===== config.mk =====
export PLATFORM = sky130hd
export DESIGN_NAME = scmr_mailbox
export DESIGN_NICKNAME = d
export VERILOG_FILES = /design/src/core/scmr_mailbox.v
export VERILOG_INCLUDE_DIRS = /design/src /design/src/core
export SDC_FILE = /design/constraint.sdc
export NUM_CORES = 1
export LEC_CHECK = 0
export ABC_AREA = 1
export BUFFER_PORTS_ARGS = -buffer_cell sky130_fd_sc_hd__buf_2
export CAP_MARGIN = 20
export CORE_MARGIN = 2
export CORE_UTILIZATION = 32
export DETAILED_ROUTE_END_ITERATION = 6
export GPL_TIMING_DRIVEN = 0
export PLACE_DENSITY_LB_ADDON = 0.3
export SETUP_SLACK_MARGIN = 0.4
export SYNTH_ARGS = -nofsm -noshare
export SYNTH_HDL_FRONTEND = slang
export SYNTH_SLANG_ARGS = --single-unit
export TNS_END_PERCENT = 50

===== constraint.sdc =====
create_clock -name i_ref_clk -period 5 [get_ports i_ref_clk]
set_input_delay 0.5 -clock i_ref_clk [delete_from_list [all_inputs] [get_ports i_ref_clk]]
set_output_delay 0.5 -clock i_ref_clk [all_outputs]
set_load 0.005 [all_outputs]

===== src/core/scmr_consts.vh =====
// Register offsets, field positions, response codes and timing counts for the mailbox block
`ifndef SCMR_CONSTS_VH
`define SCMR_CONSTS_VH
`define SCMR_ADDR_PERIOD_LOW 8'h08
`define SCMR_ADDR_PERIOD_HIGH 8'h09
`define SCMR_ADDR_PERIOD_LOW_ALT 8'h0a
`define SCMR_ADDR_PERIOD_HIGH_ALT 8'h08
`define SCMR_ADDR_CHANNEL_LIST 8'h01
`define SCMR_ADDR_IRQ_ENABLE 8'h04
`define SCMR_ADDR_EMIT21 8'h0f
`define SCMR_ADDR_EMIT3 8'h10
`define SCMR_ADDR_PARAM 8'h17
`define SCMR_ADDR_COMMAND 8'h18
`define SCMR_ADDR_RESPONSE 8'h20
`define SCMR_ADDR_IRQ_STATUS 8'h21
`define SCMR_RESET_VALUE 8'h00
`define SCMR_EMIT_TWO_MSB 7
`define SCMR_EMIT_TWO_LSB 4
`define SCMR_EMIT_ONE_MSB 3
`define SCMR_EMIT_ONE_LSB 0
`define SCMR_CMD_IRQ_BIT 5
`define SCMR_CMD_NOP 8'h00
`define SCMR_CMD_RESET 8'h01
`define SCMR_CMD_PARAM_SET 8'ha0
`define SCMR_CMD_AUTO_START 8'h0f
`define SCMR_CMD_AUTO_STOP 8'h0b
`define SCMR_CMD_FORCE 8'h07
`define SCMR_ERR_INVALID 8'h80
`define SCMR_ERR_PROX_ONE 8'h88
`define SCMR_ERR_PROX_TWO 8'h89
`define SCMR_ERR_PROX_THREE 8'h8a
`define SCMR_ERR_VISIBLE 8'h8c
`define SCMR_ERR_INFRARED 8'h8d
`define SCMR_ERR_AUX 8'h8e
`define SCMR_EARLY_REVISION 8'h01
`define SCMR_CLK_HZ 100000000
`define SCMR_PERIOD_UNIT_US 31250
`define SCMR_UNIT_CYCLES ((`SCMR_CLK_HZ / 1000000) * `SCMR_PERIOD_UNIT_US)
`define SCMR_MEAS_CYCLES 16
`endif


===== src/core/scmr_mailbox.v =====
// Host register slice, command interpreter and autonomous period timer of the sensor sequencer
`timescale 1ns/10ps
`include "scmr_consts.vh"

module scmr_mailbox #(
  parameter [31:0] UNIT_CYCLES = `SCMR_UNIT_CYCLES,
  parameter [7:0] REVISION_CODE = 8'h02
) (
  input wire i_ref_clk,
  input wire i_reset,
  input wire i_wr_en,
  input wire i_rd_en,
  input wire [7:0] i_addr,
  input wire [7:0] i_wr_data,
  input wire [5:0] i_overflow,
  output reg [7:0] o_rd_data,
  output reg o_awake,
  output reg o_measuring,
  output reg [5:0] o_channel_strobe,
  output reg [3:0] o_emitter_one_level,
  output reg [3:0] o_emitter_two_level,
  output reg [3:0] o_emitter_three_level,
  output reg [7:0] o_param_arg,
  output reg o_param_strobe,
  output reg o_irq_n_oe,
  output reg o_reset_cmd_strobe
);

  localparam [3:0] ST_IDLE = 4'h1;
  localparam [3:0] ST_EXEC = 4'h2;
  localparam [3:0] ST_MEAS = 4'h4;
  localparam [3:0] ST_DONE = 4'h8;

  // Host-visible configuration
  reg [7:0] period_low_reg;
  reg [7:0] period_high_reg;
  reg [7:0] channel_list_reg;
  reg [7:0] irq_enable_reg;
  reg [7:0] emit21_reg;
  reg [3:0] emit3_reg;
  reg [7:0] param_reg;
  reg [7:0] command_reg;

  // Sequencer state; response is owned here, never by the host write path
  reg [7:0] response_reg;
  reg cmd_irq_reg;
  reg cmd_pending_reg;
  reg auto_run_reg;
  reg force_reg;
  reg [3:0] state_reg;

  // Period timer and measurement window
  reg [31:0] unit_cnt_reg;
  reg [15:0] period_cnt_reg;
  reg [4:0] meas_cnt_reg;
  reg [5:0] ovf_seen_reg;

  // Early sequencer revision lands period low at 0x0a and period high at 0x08, leaving 0x09 unmapped
  function [7:0] map_addr;
    input [7:0] addr;
    begin
      map_addr = addr;
      if (REVISION_CODE == `SCMR_EARLY_REVISION) begin
        if (addr == `SCMR_ADDR_PERIOD_LOW_ALT)
          map_addr = `SCMR_ADDR_PERIOD_LOW;
        else if (addr == `SCMR_ADDR_PERIOD_HIGH_ALT)
          map_addr = `SCMR_ADDR_PERIOD_HIGH;
        else if (addr == `SCMR_ADDR_PERIOD_HIGH)
          map_addr = 8'hff;
      end
    end
  endfunction

  // Lowest flagged overflow picks the error code
  function [7:0] overflow_code;
    input [5:0] ovf;
    begin
      if (ovf[0])
        overflow_code = `SCMR_ERR_PROX_ONE;
      else if (ovf[1])
        overflow_code = `SCMR_ERR_PROX_TWO;
      else if (ovf[2])
        overflow_code = `SCMR_ERR_PROX_THREE;
      else if (ovf[3])
        overflow_code = `SCMR_ERR_VISIBLE;
      else if (ovf[4])
        overflow_code = `SCMR_ERR_INFRARED;
      else
        overflow_code = `SCMR_ERR_AUX;
    end
  endfunction

  // No-op and reset are the only commands a held error lets through
  function is_clear_cmd;
    input [7:0] op;
    begin
      is_clear_cmd = (op == `SCMR_CMD_NOP) || (op == `SCMR_CMD_RESET);
    end
  endfunction

  // Address remap sits ahead of both the write decode and the read mux,
  // so the early revision is consistent on both paths
  wire [7:0] addr_m = map_addr(i_addr);
  wire [15:0] period_value = {period_high_reg, period_low_reg};
  wire error_held = response_reg[7];
  wire wake_tick = auto_run_reg && (period_value != 16'h0000) &&
                   (period_cnt_reg == 16'h0000) && (unit_cnt_reg == 32'h0);
  wire cmd_write = i_wr_en && (addr_m == `SCMR_ADDR_COMMAND);
  wire [7:0] resp_count = {4'h0, response_reg[3:0] + 4'h1};

  // Host register writes
  always @(posedge i_ref_clk or posedge i_reset) begin
    if (i_reset) begin
      period_low_reg <= `SCMR_RESET_VALUE;
      period_high_reg <= `SCMR_RESET_VALUE;
      channel_list_reg <= `SCMR_RESET_VALUE;
      irq_enable_reg <= `SCMR_RESET_VALUE;
      emit21_reg <= `SCMR_RESET_VALUE;
      emit3_reg <= 4'h0;
      param_reg <= `SCMR_RESET_VALUE;
      command_reg <= `SCMR_RESET_VALUE;
    end else if (i_wr_en) begin
      case (addr_m)
        `SCMR_ADDR_PERIOD_LOW: period_low_reg <= i_wr_data;
        `SCMR_ADDR_PERIOD_HIGH: period_high_reg <= i_wr_data;
        `SCMR_ADDR_CHANNEL_LIST: channel_list_reg <= i_wr_data;
        `SCMR_ADDR_IRQ_ENABLE: irq_enable_reg <= i_wr_data;
        `SCMR_ADDR_EMIT21: emit21_reg <= i_wr_data;
        `SCMR_ADDR_EMIT3: emit3_reg <= i_wr_data[3:0];
        `SCMR_ADDR_PARAM: param_reg <= i_wr_data;
        `SCMR_ADDR_COMMAND: command_reg <= i_wr_data;
        default: command_reg <= command_reg;
      endcase
    end
  end

  // Read mux; response stays host-readable, unmapped reads as zero
  always @(posedge i_ref_clk or posedge i_reset) begin
    if (i_reset) begin
      o_rd_data <= 8'h00;
    end else if (i_rd_en) begin
      case (addr_m)
        `SCMR_ADDR_PERIOD_LOW: o_rd_data <= period_low_reg;
        `SCMR_ADDR_PERIOD_HIGH: o_rd_data <= period_high_reg;
        `SCMR_ADDR_CHANNEL_LIST: o_rd_data <= channel_list_reg;
        `SCMR_ADDR_IRQ_ENABLE: o_rd_data <= irq_enable_reg;
        `SCMR_ADDR_EMIT21: o_rd_data <= emit21_reg;
        `SCMR_ADDR_EMIT3: o_rd_data <= {4'h0, emit3_reg};
        `SCMR_ADDR_PARAM: o_rd_data <= param_reg;
        `SCMR_ADDR_COMMAND: o_rd_data <= command_reg;
        `SCMR_ADDR_RESPONSE: o_rd_data <= response_reg;
        `SCMR_ADDR_IRQ_STATUS: o_rd_data <= {2'b00, cmd_irq_reg, 5'h00};
        default: o_rd_data <= 8'h00;
      endcase
    end
  end

  // Autonomous period timer: one unit prescaler, then a period countdown
  // A zero period holds the timer at rest, so wake_tick never fires and autonomous mode never starts a measurement
  always @(posedge i_ref_clk or posedge i_reset) begin
    if (i_reset) begin
      unit_cnt_reg <= 32'h0;
      period_cnt_reg <= 16'h0000;
    end else if (!auto_run_reg) begin
      unit_cnt_reg <= 32'h0;
      period_cnt_reg <= 16'h0000;
    end else if (wake_tick) begin
      unit_cnt_reg <= UNIT_CYCLES - 32'h1;
      period_cnt_reg <= period_value - 16'h0001;
    end else if (unit_cnt_reg != 32'h0) begin
      unit_cnt_reg <= unit_cnt_reg - 32'h1;
    end else if (period_cnt_reg != 16'h0000) begin
      unit_cnt_reg <= UNIT_CYCLES - 32'h1;
      period_cnt_reg <= period_cnt_reg - 16'h0001;
    end
  end

  // Sequencer: commands queue behind a running measurement
  always @(posedge i_ref_clk or posedge i_reset) begin
    if (i_reset) begin
      state_reg <= ST_IDLE;
      response_reg <= `SCMR_RESET_VALUE;
      cmd_irq_reg <= 1'b0;
      cmd_pending_reg <= 1'b0;
      auto_run_reg <= 1'b0;
      force_reg <= 1'b0;
      meas_cnt_reg <= 5'h00;
      ovf_seen_reg <= 6'h00;
      o_awake <= 1'b0;
      o_measuring <= 1'b0;
      o_channel_strobe <= 6'h00;
      o_param_arg <= 8'h00;
      o_param_strobe <= 1'b0;
      o_reset_cmd_strobe <= 1'b0;
    end else begin
      o_channel_strobe <= 6'h00;
      o_param_strobe <= 1'b0;
      o_reset_cmd_strobe <= 1'b0;
      if (cmd_write)
        cmd_pending_reg <= 1'b1;
      if (i_wr_en && addr_m == `SCMR_ADDR_IRQ_STATUS && i_wr_data[`SCMR_CMD_IRQ_BIT])
        cmd_irq_reg <= 1'b0;
      case (state_reg)
        ST_IDLE: begin
          // Wake has priority; a command written meanwhile stays pending
          if (wake_tick) begin
            state_reg <= ST_MEAS;
            o_awake <= 1'b1;
            o_measuring <= 1'b1;
            o_channel_strobe <= channel_list_reg[5:0];
            meas_cnt_reg <= 5'h00;
            ovf_seen_reg <= 6'h00;
          end else if (cmd_pending_reg || cmd_write) begin
            state_reg <= ST_EXEC;
            o_awake <= 1'b1;
          end else begin
            o_awake <= auto_run_reg;
          end
        end
        ST_MEAS: begin
          ovf_seen_reg <= ovf_seen_reg | (i_overflow & channel_list_reg[5:0]);
          meas_cnt_reg <= meas_cnt_reg + 5'h01;
          if (meas_cnt_reg == `SCMR_MEAS_CYCLES - 1) begin
            state_reg <= ST_DONE;
            o_measuring <= 1'b0;
          end
        end
        ST_DONE: begin
          // A forced measurement only counts as executed once it has finished
          if (ovf_seen_reg != 6'h00 && !error_held) begin
            response_reg <= overflow_code(ovf_seen_reg);
            cmd_irq_reg <= 1'b1;
          end else if (force_reg && !error_held) begin
            response_reg <= resp_count;
            cmd_irq_reg <= 1'b1;
          end
          force_reg <= 1'b0;
          state_reg <= ST_IDLE;
        end
        ST_EXEC: begin
          cmd_pending_reg <= cmd_write;
          state_reg <= ST_IDLE;
          // Counter advances only for commands that really ran
          if (is_clear_cmd(command_reg)) begin
            response_reg <= `SCMR_RESET_VALUE;
            cmd_irq_reg <= 1'b1;
            if (command_reg == `SCMR_CMD_RESET) begin
              auto_run_reg <= 1'b0;
              o_reset_cmd_strobe <= 1'b1;
            end
          end else if (error_held) begin
            response_reg <= response_reg;
          end else begin
            cmd_irq_reg <= 1'b1;
            case (command_reg)
              `SCMR_CMD_PARAM_SET: begin
                o_param_arg <= param_reg;
                o_param_strobe <= 1'b1;
                response_reg <= resp_count;
              end
              `SCMR_CMD_AUTO_START: begin
                auto_run_reg <= 1'b1;
                response_reg <= resp_count;
              end
              `SCMR_CMD_AUTO_STOP: begin
                auto_run_reg <= 1'b0;
                response_reg <= resp_count;
              end
              `SCMR_CMD_FORCE: begin
                // Runs a real measurement so overflow can be reported for it
                o_channel_strobe <= channel_list_reg[5:0];
                state_reg <= ST_MEAS;
                o_measuring <= 1'b1;
                meas_cnt_reg <= 5'h00;
                ovf_seen_reg <= 6'h00;
                force_reg <= 1'b1;
              end
              default: response_reg <= `SCMR_ERR_INVALID;
            endcase
          end
        end
        default: state_reg <= ST_IDLE;
      endcase
    end
  end

  // Emitter drives are only live while measuring; field code passes straight to the DAC
  // One cycle lag against o_measuring is accepted to keep every output registered
  always @(posedge i_ref_clk or posedge i_reset) begin
    if (i_reset) begin
      o_emitter_one_level <= 4'h0;
      o_emitter_two_level <= 4'h0;
      o_emitter_three_level <= 4'h0;
      o_irq_n_oe <= 1'b0;
    end else begin
      o_emitter_one_level <= o_measuring ? emit21_reg[3:0] : 4'h0;
      o_emitter_two_level <= o_measuring ? emit21_reg[7:4] : 4'h0;
      o_emitter_three_level <= o_measuring ? emit3_reg : 4'h0;
      o_irq_n_oe <= cmd_irq_reg && irq_enable_reg[`SCMR_CMD_IRQ_BIT];
    end
  end

endmodule // scmr_mailbox


== Word level (Yosys, flattened, before mapping) ==
Index checks and enable logic that the tools add are counted.
Word-level totals
  bits in registers: 174
  bits of input ports: 26
Operators by class
  reductions and logical operators: 41
  add/sub/neg operators: 5
  equal/unequal tests: 34
  mux-type cells: 73
  bitwise gates (word level): 4
Operators by type and width (count)
  2-to-1 mux 32 bit: 4
  case mux 8 bit (10 select lines): 1
  2-to-1 mux 16 bit: 4
  2-to-1 mux 6 bit: 8
  equality test 8 x 4 -> 1 bit, second input constant: 5
  zero test 32 bit: 1
  2-to-1 mux 8 bit: 4
  case mux 8 bit (2 select lines): 2
  nonzero test 16 bit: 2
  nonzero test 32 bit: 1
  subtractor 16 x 1 -> 16 bit, second input constant: 2
  subtractor 32 x 1 -> 32 bit, second input constant: 1
  equality test 8 x 5 -> 1 bit, second input constant: 3
  2-to-1 mux 1 bit: 24
  2-to-1 mux 4 bit: 6
  AND reduction 2 bit: 11
  2-to-1 mux 5 bit: 4
  2-to-1 mux 3 bit: 6
  case mux 6 bit (3 select lines): 1
  equality test 8 x 1 -> 1 bit, second input constant: 2
  equality test 8 x 3 -> 1 bit, second input constant: 2
  equality test 8 x 6 -> 1 bit, second input constant: 2
  zero test 16 bit: 1
  AND reduction 4 bit: 4
  32 further kinds: 56

== Depth between registers and ports, before layout ==
Gate-level depths: netlist of the first run.
  word-level depth: 7
  mapped depth: 18
  gate-level depth less buffers: 18

== Worst setup path after synthesis of the first run ==
No wires, ideal clock.
  path type: reg-to-reg
  start: reg unit_cnt_reg[0]
  end: reg period_cnt_reg[14]
  stages on the path, launching flop included: 17
  period minus slack after synthesis: 2.494 ns
  data arrival time: 2.377 ns
  path slack: 2.506 ns
  library setup time: 0.117 ns
  cells stage by stage: dfrtp_1 > inv_1 > ha_1 > nand2_2 > nor2_4 > nand2_2 > nor2_8 > nand4_1 > nand2_1 > ha_1 > nand3_1 > nor2_1 > nand2_1 > inv_1 > nand3_1 > nand3_1 > nand2_1
On the way
  cells in the longest elaborated chain, start to end: 4
  elaborated cells on any way between the ends: 8
Ends and longest elaborated chain
  start, declared: line scmr_mailbox.v:53  | reg [31:0] unit_cnt_reg;
  start signal, assigned: line scmr_mailbox.v:168  | unit_cnt_reg <= UNIT_CYCLES - 32'h1;
  start signal, assigned: line scmr_mailbox.v:171  | unit_cnt_reg <= unit_cnt_reg - 32'h1;
  start signal, assigned: line scmr_mailbox.v:173  | unit_cnt_reg <= UNIT_CYCLES - 32'h1;
  zero test 32 bit: line scmr_mailbox.v:107  | (period_cnt_reg == 16'h0000) && (unit_cnt_reg == 32'h0);
  logical AND 1 bit: line scmr_mailbox.v:107
  inequality test 3 x 1 -> 1 bit (no line) (tied with other cells)
  AND reduction 2 bit (no line) / 2-to-1 mux 16 bit (equally long branches)
  end signal, assigned: line scmr_mailbox.v:169  | period_cnt_reg <= period_value - 16'h0001;
  end signal, assigned: line scmr_mailbox.v:174  | period_cnt_reg <= period_cnt_reg - 16'h0001;
  end, declared: line scmr_mailbox.v:54  | reg [15:0] period_cnt_reg;
Several ways; a longest one is shown, not always the timed one.
A chain may end at the register's enable or synchronous reset.

== Final worst setup path of the first run ==
  start: reg unit_cnt_reg[0]
  end: reg period_cnt_reg[12]
The elaborated chain is that of the path after synthesis.

==> results of run 1 <==
-- through the flow --
step                      instance area (um^2)  worst slack [ns]
after global placement                    9420              1.14
after detailed placement                  9500              2.03
after CTS                                10100              2.01
final                                    10100              2.01
after floorplan                           8680              2.32
after global routing                     10100              1.72
-- worst max path at each step --
| stage | endpoint | cells past startpoint | slack [ns] | from |
|---|---|---|---|---|
| finish | period_cnt_reg[12] | 16 | 2.01 | unit_cnt_reg[0] |
| global placement | period_cnt_reg[14] | 2 | 1.14 | i_reset |
| detailed placement | period_cnt_reg[12] | 16 | 2.03 | unit_cnt_reg[0] |
| floorplan | auto_run_reg | 1 | 2.32 | i_reset |
| global route | period_cnt_reg[12] | 16 | 1.72 | unit_cnt_reg[0] |
| CTS | period_cnt_reg[12] | 16 | 2.01 | unit_cnt_reg[0] |
-- synthesized netlist by cell type (3+ instances only) --
cell / count
sky130_fd_sc_hd__inv_2: 5
sky130_fd_sc_hd__nand2_4: 4
sky130_fd_sc_hd__o22ai_1: 12
sky130_fd_sc_hd__o21ai_0: 107
sky130_fd_sc_hd__nor3_2: 3
sky130_fd_sc_hd__nor2_4: 5
sky130_fd_sc_hd__a31oi_1: 6
sky130_fd_sc_hd__a22o_1: 3
sky130_fd_sc_hd__a21oi_1: 28
sky130_fd_sc_hd__ha_1: 5
sky130_fd_sc_hd__nand2_1: 273
sky130_fd_sc_hd__mux2_2: 3
sky130_fd_sc_hd__dfrtp_1: 170
sky130_fd_sc_hd__nor2_1: 119
sky130_fd_sc_hd__xnor2_1: 10
sky130_fd_sc_hd__or2_2: 6
sky130_fd_sc_hd__nor4_1: 6
sky130_fd_sc_hd__xor2_1: 13
sky130_fd_sc_hd__inv_1: 141
sky130_fd_sc_hd__a221oi_1: 3
sky130_fd_sc_hd__nand4_1: 11
sky130_fd_sc_hd__nor3_1: 23
sky130_fd_sc_hd__nor2_2: 9
sky130_fd_sc_hd__nand2_2: 8
sky130_fd_sc_hd__clkbuf_1: 13
sky130_fd_sc_hd__nand3_1: 62
-- area by class of cell --
class                           count  area, um^2  share of cell area [%]
Multi-Input combinational cell    748        3730                    36.8
Clock buffer                       21         470                    4.64
Buffer                             19        96.3                   0.950
Sequential cell                   171        4280                    42.2
Clock inverter                     10         164                    1.62
Tap cell                          341         427                    4.21
Inverter                          150         571                    5.63
Timing Repair Buffer               67         395                    3.90
-- power by group through the flow --
| stage | clock network (mW) | logic, mW | registers [mW] |
|---|---|---|---|
| detailed placement | 0 | 1.55 | 1.60 |
| global placement | 0 | 1.52 | 1.60 |
| global route | 1.52 | 1.76 | 1.59 |
| CTS | 1.46 | 1.56 | 1.58 |
| floorplan | 0 | 1.21 | 1.58 |
| finish | 1.44 | 1.56 | 1.58 |
-- metal layers --
layer	share of wire [%]	up-vias	routed length, um
met1	52	3542	11700
met4	1.5	0	335
li1	-	3695	-
met5	0	-	0
met2	43	157	9670
met3	4.3	23	986
-- critical path: cells and delay by family (launching register included) --
family	cells	cell delay, ns
adders and majority gates	2	0.53
buffers and inverters	2	0.28
DFF	1	0.36
and+or+nand+nor	12	1.73
-- logic make-up after synthesis --
family          after synthesis  synth area share [%]
simple gates                543                  28.2
compound gates              174                  11.4
flops                       171                  49.3
buf+inv                     169                  7.64
xor+xnor                     23                  2.32
fa+ha+maj                     5                 0.721
mux                           3                 0.389
-- layout by cell type, fill, tap and decap left out, drive strengths merged --
master	count
xnor2	10
clkinvlp	2
nor4	7
a221oi	4
dfrtp	170
nand3	64
clkbuf	34
o221ai	1
a32o	2
o2111a	2
ha	5
nor3b	3
xor2	13
clkinv	7
a21oi	28
bufinv	4
o22ai	14
nor3	28
o221a	1
nand4	11
or2	7
mux2	3
nand2	285
a22o	3
o21ai	108
buf	73
or3	1
nor2	135
dfstp	1
inv	147
o211ai	2
a211oi	1
a31oi	6
or4	2
o31ai	2
==> Implementation_results.wiki, run 1 <==
{| class="wikitable"
! Metric !! Value
|-
| Via count || 7417
|-
| Cell chain of the critical path || inv_1, ha_1, nand2_2, nor2_4, nand2_2, nor2_8, nand4_1, nand2_1, ha_1, nand3_1, nor2_1, nand2_1, inv_1, nand3_1, nand3_1, nand2_1
|-
| Final worst path period share || roughly 60%
|-
| Clock latency of the later-clocked register in the worst-skew pair || ~0.44 ns
|-
| Full die area || ~28000 um^2
|-
| Reg-to-Reg End || period_cnt_reg[12]
|-
| Met3 track demand over resource || under 10%
|-
| Clk root buf || sky130_fd_sc_hd__clkbuf_16
|-
| Max incr delay on CP || between 0.3 and 0.4 ns
|-
| Setup bufs post-CTS || 0
|-
| Yosys top cell area share || between 40% and 50%
|-
| Main area contributors after synthesis || sky130_fd_sc_hd__dfrtp_1 49%, sky130_fd_sc_hd__nand2_1 12%, sky130_fd_sc_hd__o21ai_0 6.2%
|-
| Placement row count || 60
|-
| Flip-flop count of the largest register after layout || 32
|-
| Total CTS buffers || 17
|-
| Resized Gates After CTS || 0
|-
| Number of H-tree branching levels || 4
|-
| Placed wire-length estimate || 17.0 mm
|-
| Overall routing resource usage || around 16%
|-
| Final setup violating endpoints || 0
|-
| Total of fill cells in the finished design || between 2000 and 3000
|-
| Internal power consumption || between 2 and 3 mW
|-
| Wire per inst || 14.9 um
|-
| Startpoint of the lowest-slack register-to-register path || unit_cnt_reg[0]
|-
| Crit path max-delay cell type || sky130_fd_sc_hd__dfrtp_1
|-
| Area added between synthesis and finish || 16.8%
|-
| Achievable frequency || ~0.33 GHz
|-
| Leakage power || 5.32 nW
|-
| Post-Synthesis Cells || roughly 1100
|-
| Worst Setup Path Type || flop to flop
|-
| Actual slew at the worst max-slew pin || between 0.9 and 1 ns
|-
| Critical path peak fanout || 10
|-
| Net count of the finished layout || approximately 1200
|-
| Synth Warn # || 0
|-
| HP Class || input pin to asynchronous set/reset pin
|-
| Number of DRC violations after detailed routing || 0
|-
| Post-Syn Area per Cell || about 8.0 um^2
|-
| Placer Congestion || roughly 0.85
|-
| Type of element launching the critical path || flop
|-
| Leading register cell type out of synthesis || sky130_fd_sc_hd__dfrtp_1
|-
| Worst slew margin relative to its limit || 37.6%
|-
| Required time reported for the critical path endpoint || between 5 and 6 ns
|-
| Final core utilization || 37.8%
|-
| Number of max-cap violations || 0
|-
| Setup repair after global routing missed its margin || false
|-
| Core area || approximately 27000 um^2
|-
| Count of buffers inserted at the top-level ports || 63
|-
| Met2 track demand over resource in global routing || about a quarter
|-
| Status || completed
|-
| Part of the power in registers || between 30 and 40%
|-
| Mapped Area || approximately 8700 um^2
|-
| Cts-stage hold buffer count || 0
|-
| IR Drop Worst-Case VDD || 223 uV
|-
| Initial antenna violation count || 0
|-
| Fraction of the yosys area taken by sequential cells || 49.3%
|-
| Number of cells after detailed placement || 1496
|-
| Clk_skew || just under 0.01 ns
|-
| Vias in the first global route || 7004
|-
| Maximum buffer depth of the clock tree || 2
|-
| Relative contribution of combinational cells to total power || about a third
|-
| Total congestion overflow || 0
|-
| Routed Wire Length || 22.7 mm
|-
| GRT busiest layer || met1
|-
| Switching part of the total || 36.9%
|-
| Length in cells of the worst reg-to-reg path || 16
|-
| Die height || approximately 170 um
|-
| Total Negative Setup Slacks || 0 ns
|-
| Hold_ws || about 0.18 ns
|-
| Share of flip-flops with an asynchronous set or reset after synthesis || between 90% and 100%
|-
| Post-synth cell types || 52
|-
| Time the final worst path needs with I/O delays and setup || roughly 3 ns
|-
| Layout cell share with drive strength beyond 1 || between 10% and 20%
|-
| Flip-flop and latch count after synthesis || 171
|-
| First-pass GRT wire length || about 37 mm
|-
| R2r setup slk || between 2 and 2.5 ns
|-
| Count of TritonRoute iterations in the first routing pass || 6
|-
| Maximum number of pins on one net before global-route repair || between 40 and 50
|-
| Initial Util || about a third
|-
| Final ANT Viol Nets || 0
|-
| Total power after layout || around 4.6 mW
|-
| Max Transition Viols Final || 0
|-
| Number of synthesized flops with an enable pin || 0
|-
| Clock-pin slew of the registers on the worst-case setup and hold paths || about 0.06 ns
|-
| Relative contribution of the clock network to total power || about a third
|-
| Library cell occupying the most area in the post-synthesis netlist || sky130_fd_sc_hd__dfrtp_1
|-
| Endpoint arrival time on the critical path || around 3.3 ns
|-
| Sinks on Clock Net || between 150 and 200
|-
| Iteration-0 DRC Markers || a little over 600
|-
| Vias/cell || ~5
|-
| Layout Cells excl Fill || around 1500
|-
| Total power per unit cell area || about 450 nW/um^2
|-
| Kind of end point of the critical path || flop
|-
| Top-Level Pins || 65
|-
| Clock tree from TritonCTS || built
|-
| Switching power || 1.69 mW
|-
| Total count of hold-check failures in the final report || 0
|-
| Global-route track usage on met1 || approximately 25%
|-
| Post-Syn Nets || between 1000 and 1500
|-
| Die X-Extent || roughly 170 um
|-
| # diodes || 0
|}
Power figures use the tool's default switching activity.
==> run 2, diff against run 1 <==
==> constraint.sdc (replaced) <==
create_clock -name i_ref_clk -period 2.4 [get_ports i_ref_clk]
set_input_delay 0.24 -clock i_ref_clk [delete_from_list [all_inputs] [get_ports i_ref_clk]]
set_output_delay 0.24 -clock i_ref_clk [all_outputs]
set_load 0.005 [all_outputs]
==> Implementation_results.wiki, run 2 (synthesis results as in run 1) <==
{| class="wikitable"
! Metric !! Value
|-
| Die X-Extent || 169 um (unchanged)
|-
| Clock-pin slew of the registers on the worst-case setup and hold paths || 0.07 ns (was 0.06 ns)
|-
| Clk_skew || 0.0176 ns (was 0.00974 ns)
|-
| Most frequent CP cell || sky130_fd_sc_hd__nor2_4
|-
| # diodes || 0 (unchanged)
|-
| Final core utilization || 42.9% (was 37.8%)
|-
| Total CTS buffers || 17 (unchanged)
|-
| Full die area || 28500 um^2 (unchanged)
|-
| Vias/cell || 4.92 (was 4.86)
|-
| Sinks on Clock Net || 171 (unchanged)
|-
| Most common cell after layout, fill and taps aside || sky130_fd_sc_hd__nand2_1 (unchanged)
|-
| Endpoint arrival time on the critical path || 2.56 ns (was 3.32 ns)
|-
| Critical path peak fanout || 5 (was 10)
|-
| Placer Congestion || 0.855 (was 0.849)
|-
| Length in cells of the worst reg-to-reg path || 13 (was 16)
|-
| Final ANT Viol Nets || 0 (unchanged)
|-
| Die height || 169 um (unchanged)
|-
| Leakage power || 5.91 nW (was 5.32 nW)
|-
| Maximum buffer depth of the clock tree || 2 (unchanged)
|-
| Critical path endpoint || period_cnt_reg[4] (was period_cnt_reg[12])
|-
| Total congestion overflow || 0 (unchanged)
|-
| Type of element launching the critical path || flop (unchanged)
|-
| Achievable frequency || 0.447 GHz (was 0.334 GHz)
|-
| Number of H-tree branching levels || 4 (unchanged)
|-
| Initial Util || 32.4% (unchanged)
|-
| Worst slew margin relative to its limit || 35.1% (was 37.6%)
|-
| Flip-flop count of the largest register after layout || 32 (unchanged)
|-
| Worst Setup Path Type || flop to flop (unchanged)
|-
| Maximum number of pins on one net before global-route repair || 42 (unchanged)
|-
| Layout Cells excl Fill || 1616 (was 1527)
|-
| Vias in the first global route || 7591 (was 7004)
|-
| IR Drop Worst-Case VDD || 636 uV (was 223 uV)
|-
| Startpoint of the lowest-slack register-to-register path || unit_cnt_reg[26] (was unit_cnt_reg[0])
|-
| Cell chain of the critical path || nor2_2, nand2_1, nor2_4, nand2_4, nor2_8, nand4_1, nand2_2, ha_4, nand3_4, nor2_4, buf_6, xor2_1, o22ai_1 (was inv_1, ha_1, nand2_2, nor2_4, nand2_2, nor2_8, nand4_1, nand2_1, ha_1, nand3_1, nor2_1, nand2_1, inv_1, nand3_1, nand3_1, nand2_1)
|-
| Number of DRC violations after detailed routing || 0 (unchanged)
|-
| Actual slew at the worst max-slew pin || 0.966 ns (was 0.929 ns)
|-
| Kind of end point of the critical path || flop (unchanged)
|-
| Clock tree from TritonCTS || built (unchanged)
|-
| Count of TritonRoute iterations in the first routing pass || 5 (was 6)
|-
| Area added between synthesis and finish || 32.5% (was 16.8%)
|-
| Setup repair after global routing missed its margin || true (was false)
|-
| Cell count of the worst hold path || 3
|-
| Core area || 26800 um^2 (unchanged)
|-
| Crit path max-delay cell type || sky130_fd_sc_hd__dfrtp_1 (unchanged)
|-
| Initial antenna violation count || 0 (unchanged)
|-
| R2r setup slk || 0.16 ns (was 2.01 ns)
|-
| Net count of the finished layout || 1293 (was 1205)
|-
| Status || completed (unchanged)
|-
| Leading cell types in the layout, fill and taps excluded || 249 x sky130_fd_sc_hd__nand2_1, 168 x sky130_fd_sc_hd__dfrtp_1, 131 x sky130_fd_sc_hd__inv_1 (was 273 x sky130_fd_sc_hd__nand2_1, 170 x sky130_fd_sc_hd__dfrtp_1, 140 x sky130_fd_sc_hd__inv_1)
|-
| HP Class || input pin to flop (was input pin to asynchronous set/reset pin)
|-
| Iteration-0 DRC Markers || 606 (was 604)
|-
| Stages on the worst setup path || 13 (was 16)
|-
| Hold_ws || 0.0271 ns (was 0.175 ns)
|-
| Number of max-cap violations || 0 (unchanged)
|-
| Routed Wire Length || 25.3 mm (was 22.7 mm)
|-
| Max Transition Viols Final || 0 (unchanged)
|-
| Total count of hold-check failures in the final report || 0 (unchanged)
|-
| Clock latency of the later-clocked register in the worst-skew pair || 0.45 ns (was 0.44 ns)
|-
| First-pass GRT wire length || 40.2 mm (was 37.0 mm)
|-
| Time the final worst path needs with I/O delays and setup || 2.24 ns (was 2.99 ns)
|-
| Placement row count || 60 (unchanged)
|-
| Overall routing resource usage || 18.0% (was 16.5%)
|-
| Via count || 7948 (was 7417)
|-
| Total power per unit cell area || 941 nW/um^2 (was 452 nW/um^2)
|-
| Placed wire-length estimate || 17.1 mm (was 17.0 mm)
|-
| Layout cell share with drive strength beyond 1 || 27.1% (was 13.7%)
|-
| Required time reported for the critical path endpoint || 2.72 ns (was 5.33 ns)
|-
| Reg-to-Reg End || period_cnt_reg[4] (was period_cnt_reg[12])
|-
| Number of cells after detailed placement || 1496 (unchanged)
|-
| Count of buffers inserted at the top-level ports || 63 (unchanged)
|-
| Final setup violating endpoints || 0 (unchanged)
|-
| Top-Level Pins || 65 (unchanged)
|-
| Max incr delay on CP || 0.42 ns (was 0.36 ns)
|-
| Final worst path period share || 93.3% (was 59.8%)
|-
| Largest delay contributor family on the critical path || simple AND/OR/NAND/NOR gates (unchanged)
|-
| Wire per inst || 15.6 um (was 14.9 um)
|-
| Critical path launch point || unit_cnt_reg[26] (was unit_cnt_reg[0])
|-
| Clk root buf || sky130_fd_sc_hd__clkbuf_16 (unchanged)
|-
| Critical path buffers and inverters || 1 (was 2)
|}
## run 2: cell types whose count changed in the layout (fill, tap and decap cells not counted), moves of 10 or more
cell / delta
sky130_fd_sc_hd__nand3_1: -14
sky130_fd_sc_hd__nand2_2: +10
sky130_fd_sc_hd__nor2_1: -27
sky130_fd_sc_hd__buf_6: +10
sky130_fd_sc_hd__nand2_4: +14
sky130_fd_sc_hd__nor2_4: +20
sky130_fd_sc_hd__nand2_1: -24
sky130_fd_sc_hd__buf_4: +68
## run 2: power breakdown
part	internal [mW]	switching (mW)	total, mW
combinational	1.90	2.83	4.72
clock	1.57	1.24	2.80
sequential	3.10	0.185	3.29
total	6.57	4.25	10.8
## run 2: what timing repair did
item                       in CTS  in global routing
buffers inserted               66                 17
cloned                          4                  0
hold endpoints to repair       34                  0
hold buffers                    1                  0
setup endpoints to repair      89                 86
pin swaps                      47                 37
gates resized for setup       123                 66
## run 2: through the flow
| step | setup slack, ns | power [mW] | TNS, ns | cell area, um^2 |
|---|---|---|---|---|
| floorplan | -0.0219 | 5.80 | -3.74 | 8680 |
| global placement | -1.22 | 6.51 | -211.09 | 9430 |
| detailed placement | -0.431 | 6.58 | -8.12 | 9510 |
| CTS | 0.225 | 10.2 | 0 | 11100 |
| global route | 0.0491 | 11.4 | 0 | 11500 |
| finish | 0.161 | 10.8 | 0 | 11500 |
## run 2: layout make-up
type,instances,area (um^2)
Buffer,19,134
Fill cell,2598,15300
Clock inverter,13,143
Multi-Input combinational cell,749,4310
Tap cell,341,427
Inverter,150,599
Clock buffer,19,443
Sequential cell,171,4280
Timing Repair Buffer,154,1160
## run 2: per-layer routing
metal | vias to the layer above | wire (um) | track usage, %
li1 | 3881 | - | -
met4 | 0 | 336 | 5.70
met1 | 3854 | 12300 | 26.2
met5 | - | 0 | 0
met3 | 26 | 1200 | 2.76
met2 | 187 | 11500 | 27.5
## run 2: worst min path at each step
stage,from,to,slack [ns]
6_report,i_wr_data[2],param_reg[2],0.03
5_1_grt,i_wr_data[5],param_reg[5],0.03
4_1_cts,i_wr_data[5],param_reg[5],0.02
3_5_place_dp,i_reset,o_emitter_three_level[3],0.42
3_3_place_gp,irq_enable_reg[0],irq_enable_reg[0],0.47
2_1_floorplan,i_wr_data[0],param_reg[0],0.36
## run 2: worst reg2reg max path, cell delays in order, from the launching register on
cell	delay (ns)
sky130_fd_sc_hd__dfrtp_1	0.42
sky130_fd_sc_hd__nor2_2	0.16
sky130_fd_sc_hd__nand2_1	0.12
sky130_fd_sc_hd__nor2_4	0.15
sky130_fd_sc_hd__nand2_4	0.09
sky130_fd_sc_hd__nor2_8	0.16
sky130_fd_sc_hd__nand4_1	0.14
sky130_fd_sc_hd__nand2_2	0.15
sky130_fd_sc_hd__ha_4	0.16
sky130_fd_sc_hd__nand3_4	0.07
sky130_fd_sc_hd__nor2_4	0.13
sky130_fd_sc_hd__buf_6	0.14
sky130_fd_sc_hd__xor2_1	0.14
sky130_fd_sc_hd__o22ai_1	0.09
==> run 3, diff against run 2 <==
--- a/config.mk
+++ b/config.mk
@@ -9,6 +9,8 @@
 export ABC_AREA = 1
 export BUFFER_PORTS_ARGS = -buffer_cell sky130_fd_sc_hd__buf_2
 export CAP_MARGIN = 20
+export CELL_PAD_IN_SITES_DETAIL_PLACEMENT = 0
+export CELL_PAD_IN_SITES_GLOBAL_PLACEMENT = 1
 export CORE_MARGIN = 2
 export CORE_UTILIZATION = 32
 export DETAILED_ROUTE_END_ITERATION = 6
==> constraint.sdc (replaced) <==
create_clock -name i_ref_clk -period 2.4 [get_ports i_ref_clk]
set_input_delay 0.24 -clock i_ref_clk [delete_from_list [all_inputs] [get_ports i_ref_clk]]
set_output_delay 0.24 -clock i_ref_clk [all_outputs]
set_load 0.1 [all_outputs]
==> Implementation_results.wiki, run 3 (synthesis results as in run 1) <==
{| class="wikitable"
! Metric !! Value
|-
| Reg-to-Reg End || unit_cnt_reg[19] (was period_cnt_reg[4])
|-
| Worst Setup Path Type || flop to flop (unchanged)
|-
| HP Class || input pin to flop (unchanged)
|-
| Number of max-cap violations || 0 (unchanged)
|-
| Total CTS buffers || 17 (unchanged)
|-
| Final worst path period share || 94.8% (was 93.3%)
|-
| Die height || 169 um (unchanged)
|-
| Actual slew at the worst max-slew pin || 1.00 ns (was 0.966 ns)
|-
| Clock-pin slew of the registers on the worst-case setup and hold paths || 0.07 ns (about the same)
|-
| Leakage power || 5.76 nW (was 5.91 nW)
|-
| Via count || 7602 (was 7948)
|-
| Most common cell after layout, fill and taps aside || sky130_fd_sc_hd__nand2_1 (unchanged)
|-
| Cell count of the worst hold path || 3 (unchanged)
|-
| Number of H-tree branching levels || 4 (unchanged)
|-
| Overall routing resource usage || 18.0% (about the same)
|-
| Status || completed (unchanged)
|-
| Length in cells of the worst reg-to-reg path || 16 (was 13)
|-
| Count of buffers inserted at the top-level ports || 63 (unchanged)
|-
| Endpoint arrival time on the critical path || 2.63 ns (was 2.56 ns)
|-
| Clk_skew || 0.0127 ns (was 0.0176 ns)
|-
| Kind of end point of the critical path || flop (unchanged)
|-
| Final setup violating endpoints || 0 (unchanged)
|-
| Placement row count || 60 (unchanged)
|-
| Vias/cell || 4.76 (was 4.92)
|-
| Total power after layout || 10.6 mW (was 10.8 mW)
|-
| Placed wire-length estimate || 17.8 mm (was 17.1 mm)
|-
| Multi-input combinational cell area || 4220 um^2 (was 4310 um^2)
|-
| Layout cell share with drive strength beyond 1 || 27.0% (was 27.1%)
|-
| Required time reported for the critical path endpoint || 2.76 ns (was 2.72 ns)
|-
| Final ANT Viol Nets || 0 (unchanged)
|-
| Start point of the worst min-delay path || i_wr_data[7] (was i_wr_data[2])
|-
| First-pass GRT wire length || 39.9 mm (was 40.2 mm)
|-
| IR Drop Worst-Case VDD || 722 uV (was 636 uV)
|-
| Total of fill cells in the finished design || 2739 (was 2598)
|-
| Placer Congestion || 0.820 (was 0.855)
|-
| Total congestion overflow || 0 (unchanged)
|-
| Area added between synthesis and finish || 29.8% (was 32.5%)
|-
| Critical path peak fanout || 8 (was 5)
|-
| Maximum buffer depth of the clock tree || 2 (unchanged)
|-
| Sinks on Clock Net || 171 (unchanged)
|-
| Startpoint of the lowest-slack register-to-register path || unit_cnt_reg[1] (was unit_cnt_reg[26])
|-
| Wire per inst || 15.7 um (was 15.6 um)
|-
| Top-Level Pins || 65 (unchanged)
|-
| Post-route standard cell area excluding fillers || 11300 um^2 (was 11500 um^2)
|-
| Flip-flop count of the largest register after layout || 32 (unchanged)
|-
| Number of DRC violations after detailed routing || 0 (unchanged)
|-
| Clk root buf || sky130_fd_sc_hd__clkbuf_16 (unchanged)
|-
| Iteration-0 DRC Markers || 488 (was 606)
|-
| Initial antenna violation count || 0 (unchanged)
|-
| R2r setup slk || 0.13 ns (was 0.16 ns)
|-
| Core area || 26800 um^2 (unchanged)
|-
| # diodes || 0 (unchanged)
|-
| Clock latency of the later-clocked register in the worst-skew pair || 0.44 ns (was 0.45 ns)
|-
| Achievable frequency || 0.440 GHz (was 0.447 GHz)
|-
| Area of placed instances || 9510 um^2 (unchanged)
|-
| Time the final worst path needs with I/O delays and setup || 2.27 ns (was 2.24 ns)
|-
| Vias in the first global route || 7306 (was 7591)
|-
| Total count of hold-check failures in the final report || 0 (unchanged)
|-
| Die X-Extent || 169 um (unchanged)
|-
| Initial Util || 32.4% (unchanged)
|-
| Full die area || 28500 um^2 (unchanged)
|-
| Hold_ws || 0.0265 ns (was 0.0271 ns)
|-
| Max Transition Viols Final || 0 (unchanged)
|-
| Net count of the finished layout || 1275 (was 1293)
|-
| Count of TritonRoute iterations in the first routing pass || 5 (unchanged)
|-
| Total power per unit cell area || 940 nW/um^2 (was 941 nW/um^2)
|-
| Combined flip-flop and latch cell area || 4290 um^2 (was 4280 um^2)
|-
| Worst slew margin relative to its limit || 32.8% (was 35.1%)
|-
| End of the worst hold path || param_reg[7] (was param_reg[2])
|-
| Setup repair after global routing missed its margin || true (unchanged)
|-
| Routed Wire Length || 25.0 mm (was 25.3 mm)
|-
| Clock tree from TritonCTS || built (unchanged)
|-
| Leading cell types in the layout, fill and taps excluded || 246 x sky130_fd_sc_hd__nand2_1, 165 x sky130_fd_sc_hd__dfrtp_1, 128 x sky130_fd_sc_hd__inv_1 (was 249 x sky130_fd_sc_hd__nand2_1, 168 x sky130_fd_sc_hd__dfrtp_1, 131 x sky130_fd_sc_hd__inv_1)
|-
| Final core utilization || 42.0% (was 42.9%)
|-
| Maximum number of pins on one net before global-route repair || 40 (was 42)
|-
| Type of element launching the critical path || flop (unchanged)
|-
| Total Negative Setup Slacks || 0 ns (unchanged)
|}
==> run 3: cell count changes in the layout (fill, tap and decap cells not counted), moves of 3 or more <==
cell	change
sky130_fd_sc_hd__inv_2	+4
sky130_fd_sc_hd__dfrtp_2	+3
sky130_fd_sc_hd__nor3_4	-4
sky130_fd_sc_hd__buf_4	-16
sky130_fd_sc_hd__nand2_2	+9
sky130_fd_sc_hd__inv_1	-3
sky130_fd_sc_hd__o21ai_2	+3
sky130_fd_sc_hd__nor2_1	-4
sky130_fd_sc_hd__nand2_1	-3
sky130_fd_sc_hd__nor3_2	+3
sky130_fd_sc_hd__dfrtp_1	-3
sky130_fd_sc_hd__nand2_4	-6
==> run 3: power by group <==
part	leakage, nW	internal [mW]	switching [mW]
Combinational	3.17	1.75	2.78
Sequential	2.31	3.10	0.189
Clock	0.273	1.48	1.27
==> run 3: per-stage QoR <==
| step | std cells | setup WS (ns) |
|---|---|---|
| after floorplan | 1088 | -0.0219 |
| after global placement | 1492 | -1.29 |
| after detailed placement | 1496 | -0.520 |
| after CTS | 1569 | 0.140 |
| after global routing | 1598 | -0.0320 |
| final | 1598 | 0.126 |
==> run 3: repair_timing <==
| item | in CTS | in global routing |
|---|---|---|
| hold endpoints to repair | 23 | 0 |
| buffers inserted | 38 | 28 |
| pin swaps | 14 | 27 |
| hold buffers | 1 | 0 |
| cloned | 2 | 1 |
| resized for setup | 84 | 101 |
| endpoints found under the setup margin | 90 | 99 |
==> run 3: how the worst max path moves through the flow <==
stage,slack [ns],from,endpoint
2_1_floorplan,-0.02,i_reset,auto_run_reg
3_3_place_gp,-1.29,i_reset,period_cnt_reg[14]
3_5_place_dp,-0.52,unit_cnt_reg[0],period_cnt_reg[14]
4_1_cts,0.14,unit_cnt_reg[11],period_cnt_reg[9]
5_1_grt,-0.03,unit_cnt_reg[1],unit_cnt_reg[21]
6_report,0.13,unit_cnt_reg[1],unit_cnt_reg[19]
==> run 3: layout make-up <==
cell class | instances | area share (%)
repair buffers | 137 | 9.16
well taps | 341 | 3.79
inverters | 150 | 5.28
clock buffers | 18 | 3.90
plain buffers | 19 | 1.16
flip-flops and latches | 171 | 38.1
clock inverters | 14 | 1.21
multi-input cells | 748 | 37.4
==> run 3: worst max-delay path, stage by stage, from the launching register on <==
cell and delay [ns]:
sky130_fd_sc_hd__dfrtp_1 0.40, sky130_fd_sc_hd__inv_2 0.09, sky130_fd_sc_hd__ha_4 0.15, sky130_fd_sc_hd__nand2_4 0.06, sky130_fd_sc_hd__nor2_4 0.17, sky130_fd_sc_hd__nand2_4 0.08, sky130_fd_sc_hd__nor2_8 0.15, sky130_fd_sc_hd__buf_6 0.13
sky130_fd_sc_hd__nand2_4 0.05, sky130_fd_sc_hd__nor2_4 0.12, sky130_fd_sc_hd__nor2_4 0.05, sky130_fd_sc_hd__nand2_4 0.10, sky130_fd_sc_hd__inv_6 0.05, sky130_fd_sc_hd__buf_6 0.11, sky130_fd_sc_hd__nor2_4 0.17, sky130_fd_sc_hd__clkinv_4 0.16
sky130_fd_sc_hd__a31oi_1 0.17
==> run 3: per-layer routing <==
layer  part of all wire, %  GRT usage (%)
met5                     0              0
met4                   1.0           4.42
met3                   3.2           2.50
met2                    44           26.6
met1                    52           27.6
